[config.mk]
export PLATFORM = sky130hd
export DESIGN_NAME = remote_status_bit_mapper
export DESIGN_NICKNAME = d
export VERILOG_FILES = /design/src/hw/remote_map_pkg.sv /design/src/hw/remote_status_bit_mapper.sv
export SDC_FILE = /design/constraint.sdc
export NUM_CORES = 1
export LEC_CHECK = 0
export CAP_MARGIN = 20
export CELL_PAD_IN_SITES_DETAIL_PLACEMENT = 0
export CELL_PAD_IN_SITES_GLOBAL_PLACEMENT = 2
export CORE_UTILIZATION = 30
export CTS_CLUSTER_DIAMETER = 40
export CTS_CLUSTER_SIZE = 12
export DETAILED_ROUTE_END_ITERATION = 10
export DONT_BUFFER_PORTS = 1
export HOLD_SLACK_MARGIN = 0.1
export PLACE_DENSITY = 0.63
export SLEW_MARGIN = 20
export SYNTH_ARGS = -nofsm -noshare
export SYNTH_HDL_FRONTEND = slang
export SYNTH_SLANG_ARGS = --single-unit
[constraint.sdc]
create_clock -name clk -period 5.55 [get_ports clk]
set_input_delay 0.2775 -clock clk [delete_from_list [all_inputs] [get_ports clk]]
set_output_delay 0.2775 -clock clk [all_outputs]
set_load 0.05 [all_outputs]
[src/hw/remote_map_pkg.sv]
// Constants and types shared by the remote status bit mapper
package remote_map_pkg;

  // AHB-Lite register offsets (byte addresses)
  localparam logic [7:0] OFF_SEL_A = 8'h00;
  localparam logic [7:0] OFF_SEL_B = 8'h04;
  localparam logic [7:0] OFF_SEL_C = 8'h08;
  localparam logic [7:0] OFF_GEN_0 = 8'h0C;
  localparam logic [7:0] OFF_GEN_1 = 8'h10;
  localparam logic [7:0] OFF_GEN_2 = 8'h14;
  localparam logic [7:0] OFF_STATUS = 8'h18;
  localparam logic [7:0] OFF_REPLY = 8'h1C;

  // Function codes
  localparam logic [15:0] FC_RUN = 16'h0000;
  localparam logic [15:0] FC_AT_SPEED = 16'h0001;
  localparam logic [15:0] FC_OVERLOAD = 16'h0003;
  localparam logic [15:0] FC_FREQ_DETECT = 16'h0004;
  localparam logic [15:0] FC_REGEN_PRE = 16'h0007;
  localparam logic [15:0] FC_THERMAL_PRE = 16'h0008;
  localparam logic [15:0] FC_OP_READY = 16'h000B;
  localparam logic [15:0] FC_CURRENT_DET = 16'h000C;
  localparam logic [15:0] FC_ZERO_CURRENT = 16'h000D;
  localparam logic [15:0] FC_POWEROFF_FAULT = 16'h005B;
  localparam logic [15:0] FC_WARNING = 16'h0062;
  localparam logic [15:0] FC_FAULT = 16'h0063;
  localparam logic [15:0] FC_INVERT_OFFSET = 16'h0064;
  localparam logic [15:0] FC_INVERT_LIMIT = 16'h00C8;
  localparam logic [15:0] FC_NONE = 16'h270F;

  // Reset values of the selectors
  localparam logic [15:0] RST_SEL_A = FC_RUN;
  localparam logic [15:0] RST_SEL_B = FC_FREQ_DETECT;
  localparam logic [15:0] RST_SEL_C = FC_FAULT;
  localparam logic [15:0] RST_GEN = FC_NONE;

  // Reply code values
  localparam logic [15:0] REPLY_OK = 16'h0000;
  localparam logic [15:0] REPLY_FAIL = 16'h0001;

  // Bus constants and command channel count
  localparam logic [1:0] HTRANS_NONSEQ = 2'b10;
  localparam logic [1:0] HTRANS_SEQ = 2'b11;
  localparam int NUM_CMD = 4;

  // Command channel index
  localparam int CH_MON = 0;
  localparam int CH_VOL = 1;
  localparam int CH_PERS = 2;
  localparam int CH_INSTR = 3;

  typedef enum logic [1:0] {
    HS_IDLE = 2'b00,
    HS_BUSY = 2'b01,
    HS_DONE = 2'b10
  } handshake_t;

  // Drive state seen by the mapper
  typedef struct packed {
    logic fwdRun;
    logic revRun;
    logic running;
    logic atSpeed;
    logic overload;
    logic freqDetect;
    logic regenPre;
    logic thermalPre;
    logic opReady;
    logic currentDetect;
    logic zeroCurrent;
    logic warning;
    logic fault;
    logic powerOffFault;
    logic tripped;
    logic optionError;
    logic initDone;
  } driveState_t;

  // Remote input bits sent to the master station
  typedef struct packed {
    logic stationReady;
    logic errorFlag;
    logic instructionDone;
    logic persistentWriteDone;
    logic volatileWriteDone;
    logic monitorAck;
    logic generalOut2;
    logic generalOut1;
    logic generalOut0;
    logic assignableBitC;
    logic assignableBitB;
    logic overloadFlag;
    logic atSpeedFlag;
    logic assignableBitA;
    logic revRunningFlag;
    logic fwdRunningFlag;
  } remoteBits_t;

endpackage : remote_map_pkg

[src/hw/remote_status_bit_mapper.sv]
// Remote status bit mapper with AHB-Lite selector registers
`timescale 1ns/1ps
module remote_status_bit_mapper
  import remote_map_pkg::*;
(
  input wire logic clk,
  input wire logic rst_b,
  input wire logic hsel,
  input wire logic [31:0] haddr,
  input wire logic [1:0] htrans,
  input wire logic hwrite,
  input wire logic [2:0] hsize,
  input wire logic [31:0] hwdata,
  input wire logic hready,
  output logic hreadyout,
  output logic [31:0] hrdata,
  output logic hresp,
  input wire driveState_t driveState,
  input wire logic monitorRequest,
  input wire logic volatileWriteRequest,
  input wire logic persistentWriteRequest,
  input wire logic instructionRequest,
  input wire logic [NUM_CMD-1:0] cmdDone,
  input wire logic instrFail,
  output logic [NUM_CMD-1:0] cmdStart,
  output logic [15:0] replyCode,
  output remoteBits_t remoteBits
);

  ////////////////////////////////////////////////////////////////////////
  // Function code decoder

  function automatic logic decodeCode(input logic [15:0] code,
                                      input driveState_t s);
    logic inv;
    logic [15:0] base;
    logic hit;
    logic valid;
    inv = (code >= FC_INVERT_OFFSET) && (code < FC_INVERT_LIMIT);
    base = inv ? code - FC_INVERT_OFFSET : code;
    valid = 1'b1;
    hit = 1'b0;
    unique case (base)
      FC_RUN: hit = s.running;
      FC_AT_SPEED: hit = s.atSpeed;
      FC_OVERLOAD: hit = s.overload;
      FC_FREQ_DETECT: hit = s.freqDetect;
      FC_REGEN_PRE: hit = s.regenPre;
      FC_THERMAL_PRE: hit = s.thermalPre;
      FC_OP_READY: hit = s.opReady;
      FC_CURRENT_DET: hit = s.currentDetect;
      FC_ZERO_CURRENT: hit = s.zeroCurrent;
      FC_POWEROFF_FAULT: hit = s.powerOffFault;
      FC_WARNING: hit = s.warning;
      FC_FAULT: hit = s.fault;
      default: valid = 1'b0; // 9999 and unknown codes
    endcase
    return valid & (hit ^ inv);
  endfunction : decodeCode

  ////////////////////////////////////////////////////////////////////////
  // AHB-Lite slave, zero wait states

  logic [15:0] selA_q;
  logic [15:0] selB_q;
  logic [15:0] selC_q;
  logic [15:0] gen0_q;
  logic [15:0] gen1_q;
  logic [15:0] gen2_q;
  logic [15:0] reply_q;
  logic wrPend_q;
  logic [7:0] wrAddr_q;
  logic [31:0] hrdata_q;
  logic hreadyout_q;
  remoteBits_t bits_q;
  remoteBits_t bits_d;

  wire logic addrPhase;
  wire logic rdReq;
  wire logic wrReq;
  wire logic [7:0] offset;
  wire logic [15:0] wrVal;
  wire logic [31:0] rdVal;

  assign addrPhase = hsel && hready &&
                     (htrans == HTRANS_NONSEQ || htrans == HTRANS_SEQ);
  assign rdReq = addrPhase && !hwrite;
  assign wrReq = addrPhase && hwrite;
  assign offset = haddr[7:0];
  assign wrVal = hwdata[15:0];

  // Unmapped offsets read as zero; writes there are dropped
  assign rdVal =
    (haddr[31:8] != 24'h000000) ? 32'h00000000 :
    (offset == OFF_SEL_A) ? {16'h0000, selA_q} :
    (offset == OFF_SEL_B) ? {16'h0000, selB_q} :
    (offset == OFF_SEL_C) ? {16'h0000, selC_q} :
    (offset == OFF_GEN_0) ? {16'h0000, gen0_q} :
    (offset == OFF_GEN_1) ? {16'h0000, gen1_q} :
    (offset == OFF_GEN_2) ? {16'h0000, gen2_q} :
    (offset == OFF_STATUS) ? {16'h0000, bits_q} :
    (offset == OFF_REPLY) ? {16'h0000, reply_q} :
    32'h00000000;

  always_ff @(posedge clk or negedge rst_b) begin
    if (!rst_b) begin
      wrPend_q <= 1'b0;
      wrAddr_q <= 8'h00;
      hrdata_q <= 32'h00000000;
      hreadyout_q <= 1'b0;
    end else begin
      hreadyout_q <= 1'b1;
      wrPend_q <= wrReq && (haddr[31:8] == 24'h000000);
      wrAddr_q <= offset;
      if (rdReq) begin
        hrdata_q <= rdVal;
      end
    end
  end

  // Selectors: reset values give the documented defaults
  always_ff @(posedge clk or negedge rst_b) begin
    if (!rst_b) begin
      selA_q <= RST_SEL_A;
      selB_q <= RST_SEL_B;
      selC_q <= RST_SEL_C;
      gen0_q <= RST_GEN;
      gen1_q <= RST_GEN;
      gen2_q <= RST_GEN;
    end else if (wrPend_q) begin
      unique case (wrAddr_q)
        OFF_SEL_A: selA_q <= wrVal;
        OFF_SEL_B: selB_q <= wrVal;
        OFF_SEL_C: selC_q <= wrVal;
        OFF_GEN_0: gen0_q <= wrVal;
        OFF_GEN_1: gen1_q <= wrVal;
        OFF_GEN_2: gen2_q <= wrVal;
        default: ;
      endcase
    end
  end

  ////////////////////////////////////////////////////////////////////////
  // Command handshakes

  handshake_t hs_q [NUM_CMD];
  logic [NUM_CMD-1:0] reqPrev_q;
  logic [NUM_CMD-1:0] start_q;

  wire logic [NUM_CMD-1:0] req;
  wire logic [NUM_CMD-1:0] reqRise;
  wire logic [NUM_CMD-1:0] ackBit;

  assign req = {instructionRequest, persistentWriteRequest,
                volatileWriteRequest, monitorRequest};
  assign reqRise = req & ~reqPrev_q;

  for (genvar i = 0; i < NUM_CMD; i++) begin : gAck
    assign ackBit[i] = (hs_q[i] == HS_DONE);
  end

  // Each channel: rise starts work, done raises ack, fall clears it
  // One process for all channels keeps a single driver per variable
  always_ff @(posedge clk or negedge rst_b) begin
    if (!rst_b) begin
      for (int i = 0; i < NUM_CMD; i++) begin
        hs_q[i] <= HS_IDLE;
      end
      start_q <= '0;
    end else begin
      start_q <= '0;
      for (int i = 0; i < NUM_CMD; i++) begin
        unique case (hs_q[i])
          HS_IDLE: begin
            if (reqRise[i]) begin
              hs_q[i] <= HS_BUSY;
              start_q[i] <= 1'b1;
            end
          end
          HS_BUSY: begin
            // Withdrawn request abandons the ack, not the work
            if (!req[i]) begin
              hs_q[i] <= HS_IDLE;
            end else if (cmdDone[i]) begin
              hs_q[i] <= HS_DONE;
            end
          end
          HS_DONE: begin
            if (!req[i]) begin
              hs_q[i] <= HS_IDLE;
            end
          end
          default: hs_q[i] <= HS_IDLE;
        endcase
      end
    end
  end

  always_ff @(posedge clk or negedge rst_b) begin
    if (!rst_b) begin
      reqPrev_q <= '0;
    end else begin
      reqPrev_q <= req;
    end
  end

  // Reply code follows the outcome of each instruction run whose request is not withdrawn before done
  always_ff @(posedge clk or negedge rst_b) begin
    if (!rst_b) begin
      reply_q <= REPLY_OK;
    end else if (hs_q[CH_INSTR] == HS_BUSY && cmdDone[CH_INSTR]) begin
      reply_q <= instrFail ? REPLY_FAIL : REPLY_OK;
    end
  end

  ////////////////////////////////////////////////////////////////////////
  // Remote bit mapping

  always_comb begin
    bits_d.fwdRunningFlag = driveState.fwdRun;
    bits_d.revRunningFlag = driveState.revRun;
    bits_d.assignableBitA = decodeCode(selA_q, driveState);
    // Fixed wiring; no selector reaches these two
    bits_d.atSpeedFlag = driveState.atSpeed;
    bits_d.overloadFlag = driveState.overload;
    bits_d.assignableBitB = decodeCode(selB_q, driveState);
    bits_d.assignableBitC = decodeCode(selC_q, driveState);
    bits_d.generalOut0 = decodeCode(gen0_q, driveState);
    bits_d.generalOut1 = decodeCode(gen1_q, driveState);
    bits_d.generalOut2 = decodeCode(gen2_q, driveState);
    bits_d.monitorAck = ackBit[CH_MON];
    bits_d.volatileWriteDone = ackBit[CH_VOL];
    bits_d.persistentWriteDone = ackBit[CH_PERS];
    bits_d.instructionDone = ackBit[CH_INSTR];
    bits_d.errorFlag = driveState.tripped;
    // Master gates its link traffic on this bit
    bits_d.stationReady = driveState.initDone &&
                          !driveState.tripped;
    if (driveState.optionError) begin
      bits_d = '0;
    end
  end

  always_ff @(posedge clk or negedge rst_b) begin
    if (!rst_b) begin
      bits_q <= '0;
    end else begin
      bits_q <= bits_d;
    end
  end

  assign remoteBits = bits_q;
  assign cmdStart = start_q;
  assign replyCode = reply_q;
  assign hrdata = hrdata_q;
  assign hreadyout = hreadyout_q;
  assign hresp = 1'b0;

endmodule : remote_status_bit_mapper

==> impl_metrics.csv <==
group,metric,value,unit
cts,cts_root_buf,"clkbuf_16",
placement,place_congestion,0.822,
logic_synthesis,synthTopCellsByCount,"126 x dfrtp_1, 124 x nand2_1, 90 x mux2_2",
critical_path,cp_max_fo,16,
finish,nets,1255,
outcome,outcome,"completed",
floorplan,dieArea,36000,µm²
critical_path,cp.required,5.83,ns
logic_synthesis,yosys_register_bits,155,
routing,drt_pass1_iterations,5,
sta,fin_crit_sh,0.653,
sta,min_period,3.63,ns
sta,worst_slew_pin_slew,1.20,ns
cts,cts_buffers,17,
logic_synthesis,syn_inst,1149,
routing,drt-initial-drc-count,503,
cts,cts_tree,"done",
critical_path,slowest_stage,"dfstp_2",
finish,areaGrowthSynthToFinish,11.7,%
floorplan,die_y,190,µm
global_route,grt_pass1_wl,56900,µm
logic_synthesis,synth_edf_count,0,
sta,rsz0062_at_grt,"no",
sta,finalClockSkew,0.00885,ns
critical_path,path_buf_inv,1,
floorplan,io_pins,170,
logic_synthesis,synth.most_common_cell,"dfrtp_1",
power,powerDensity,229,nW/µm²
power,peakVddDrop,0.000212,V
critical_path,crit_chain,"inv_1 > ha_1 > nand2b_1 > a32oi_2 > a21oi_4 > o21a_1 > o211ai_1 > or4_1 > o21ai_0 > a31oi_1 > nor4_1",
floorplan,core,34600,µm²
floorplan,rows,68,
cts,clk-insertion-delay-late,0.44,ns
cts,h-tree-depth,4,
sta,fin_tns_setup,0,ns
logic_synthesis,ys_seq_area_frac,0.371,
placement,io_buffers,0,
flow_run,drv_cap,0,
floorplan,initial_core_util,0.305,
sta,fmax,276,MHz
critical_path,worstSetupPathType,"reg2reg",
critical_path,path_delay_family,"simple AND/OR/NAND/NOR gates",
sta,setup_slack,1.92,ns
finish,drive_above_1_share,0.164,
cts,clk_path_buf_depth,2,
placement,pre_cts_slack,1.93,ns
routing,wl,37500,µm
sta,finalMaxSlewViolations,0,
routing,final_antenna_net_count,0,
critical_path,cp.depth,11,
sta,slew_headroom,0.192,
routing,via_per_inst,5.62,
min_path,hold_path_class,"in2reg",
sta,setup_viol_count_final,0,
logic_synthesis,async_flop_share,1.00,
logic_synthesis,synth.cell_area,10600,µm²
logic_synthesis,yosys_warnings,0,
critical_path,worstSetupEndpointType,"flip-flop",
routing,vias,9053,
logic_synthesis,yosys.area.top_type,"dfrtp_1",
critical_path,crit_arrival,3.91,ns
sta,hold_ws,0.144,ns
placement,placed_area,10700,µm²
routing,drc,0,
cts,cts.sinks,155,
logic_synthesis,synth_cell_types,97,
critical_path,critPathMaxStageDelay,0.72,ns
global_route,grt_overflow,0,
logic_synthesis,synth-main-ff-cell,"dfrtp_1",
cts,cts.clk_slew.worst_paths,0.07,ns
logic_synthesis,synthTopCellsByArea,"dfrtp_1 30%, mux2_2 9.6%, dfstp_2 7.2%",
logic_synthesis,syn_area_per_cell,9.20,µm²
global_route,first_global_vias,8718,
finish,stdcell_area,11800,µm²
global_route,grt_usage,0.213,
sta,hold_violations,0,
routing,wl_per_cell,23.3,µm
critical_path,start_kind,"flip-flop",
global_route,grt_start_max_net_pins,156,
power,leakagePower,4.62,nW
critical_path,reg2reg_depth,11,
floorplan,die_x,190,µm
placement,dp_hpwl,26200,µm
finish,fillers,3575,
min_path,whs_path_depth,3,
finish,final_core_util,0.341,
global_route,antenna_found_initial,3,
logic_synthesis,yosys.area.top_type_share,0.298,
==> layer usage <==
layer,vias up,part of all wire,global-route usage
met5,-,0.00035,0
met4,2,0.033,0.0862
met3,53,0.053,0.0332
met2,298,0.44,0.318
met1,4479,0.47,0.303
li1,4221,-,-
==> power by group <==
| group | leakage, nW | internal (mW) | total (mW) | switching (mW) |
|---|---|---|---|---|
| Clock | 0.267 | 0.647 | 1.18 | 0.531 |
| Combinational | 2.46 | 0.101 | 0.271 | 0.169 |
| Sequential | 1.89 | 1.17 | 1.25 | 0.0843 |
| Total | 4.62 | 1.92 | 2.70 | 0.785 |
==> state kept, by name, summed over array words and instances (netlist names), 4 cells and up <==
signal and cells:
hrdata 16, reqPrev_q 4, wrAddr_q 8, gen0_q 16, gen2_q 16, selC_q 16
cmdStart 4, selA_q 16, hs_q 8, remoteBits 16, gen1_q 16, selB_q 16
==> final timing paths <==
check	to	startpoint	slack, ns
min in group asynchronous	cmdStart[2]	rst_b	0.46
worst max register to register	remoteBits[9]	gen2_q[2]	1.92
worst min-delay path	remoteBits[8]	driveState[1]	0.14
worst min register to register	cmdStart[0]	reqPrev_q[0]	0.42
max in group asynchronous	selA_q[2]	rst_b	4.35
worst max-delay path	remoteBits[9]	gen2_q[2]	1.92
==> cell families after synthesis <==
| logic type | synth area share |
|---|---|
| DFF | 0.371 |
| buffers and inverters | 0.0641 |
| muxes | 0.148 |
| xor gates and xnor gates | 0.0133 |
| AOI/OAI and AO/OA | 0.194 |
| and+or+nand+nor | 0.195 |
| adders and majority gates | 0.0142 |
| other | 0.000711 |
==> area by class of cell <==
type                       instances  area [µm²]  area share
clock buffer                      21         460      0.0390
tap                              455         569      0.0482
inverter                          33         124      0.0105
clock inverter                    11         109     0.00922
timing repair buffer              50         518      0.0439
sequential                       155        3920       0.332
multi-input combinational        886        6110       0.517
antenna                            1        2.50    0.000212
==> worst reg2reg max path, stage by stage (launching register included) <==
cell      delay (ns)
dfstp_2         0.72
inv_1           0.11
ha_1            0.31
nand2b_1        0.21
a32oi_2         0.23
a21oi_4         0.37
o21a_1          0.18
o211ai_1        0.20
or4_1           0.53
o21ai_0         0.09
a31oi_1         0.06
nor4_1          0.47
==> layout by cell type, fill, tap and decap left out, types with 7 or more instances in the layout <==
| cell | count |
|---|---|
| dfrtp_1 | 126 |
| nand2_1 | 124 |
| mux2_2 | 90 |
| o21ai_0 | 79 |
| nor2_1 | 56 |
| mux2i_1 | 49 |
| dlygate4sd3_1 | 44 |
| conb_1 | 33 |
| inv_1 | 32 |
| a21oi_1 | 32 |
| nor3_1 | 30 |
| dfstp_2 | 29 |
| nor4_1 | 27 |
| nand3_1 | 25 |
| nand2b_1 | 21 |
| a221oi_1 | 20 |
| nor2b_1 | 18 |
| o221ai_1 | 18 |
| a211oi_1 | 17 |
| clkbuf_16 | 17 |
| and2_1 | 14 |
| xnor2_1 | 14 |
| o22ai_1 | 13 |
| o211ai_1 | 12 |
| ha_1 | 12 |
| nand4_1 | 10 |
| nor3b_1 | 9 |
| and3_1 | 8 |
| nand3b_1 | 8 |
| o31ai_1 | 7 |
| o21a_1 | 7 |
| a31oi_1 | 7 |
==> stage by stage <==
stage / cells / power [mW]
after floorplan: 1180 / 1.45
after global placement: 1533 / 1.47
after detailed placement: 1533 / 1.47
after global routing: 1612 / 2.82
final: 1612 / 2.70
after CTS: 1611 / 2.74
==> timing repair <==
item                                   CTS  global route
gates resized for setup                  0             0
hold buffers                            46             0
buffers inserted                         0             0
endpoints found under the hold margin  292             0
Power figures use the tool's default switching activity.
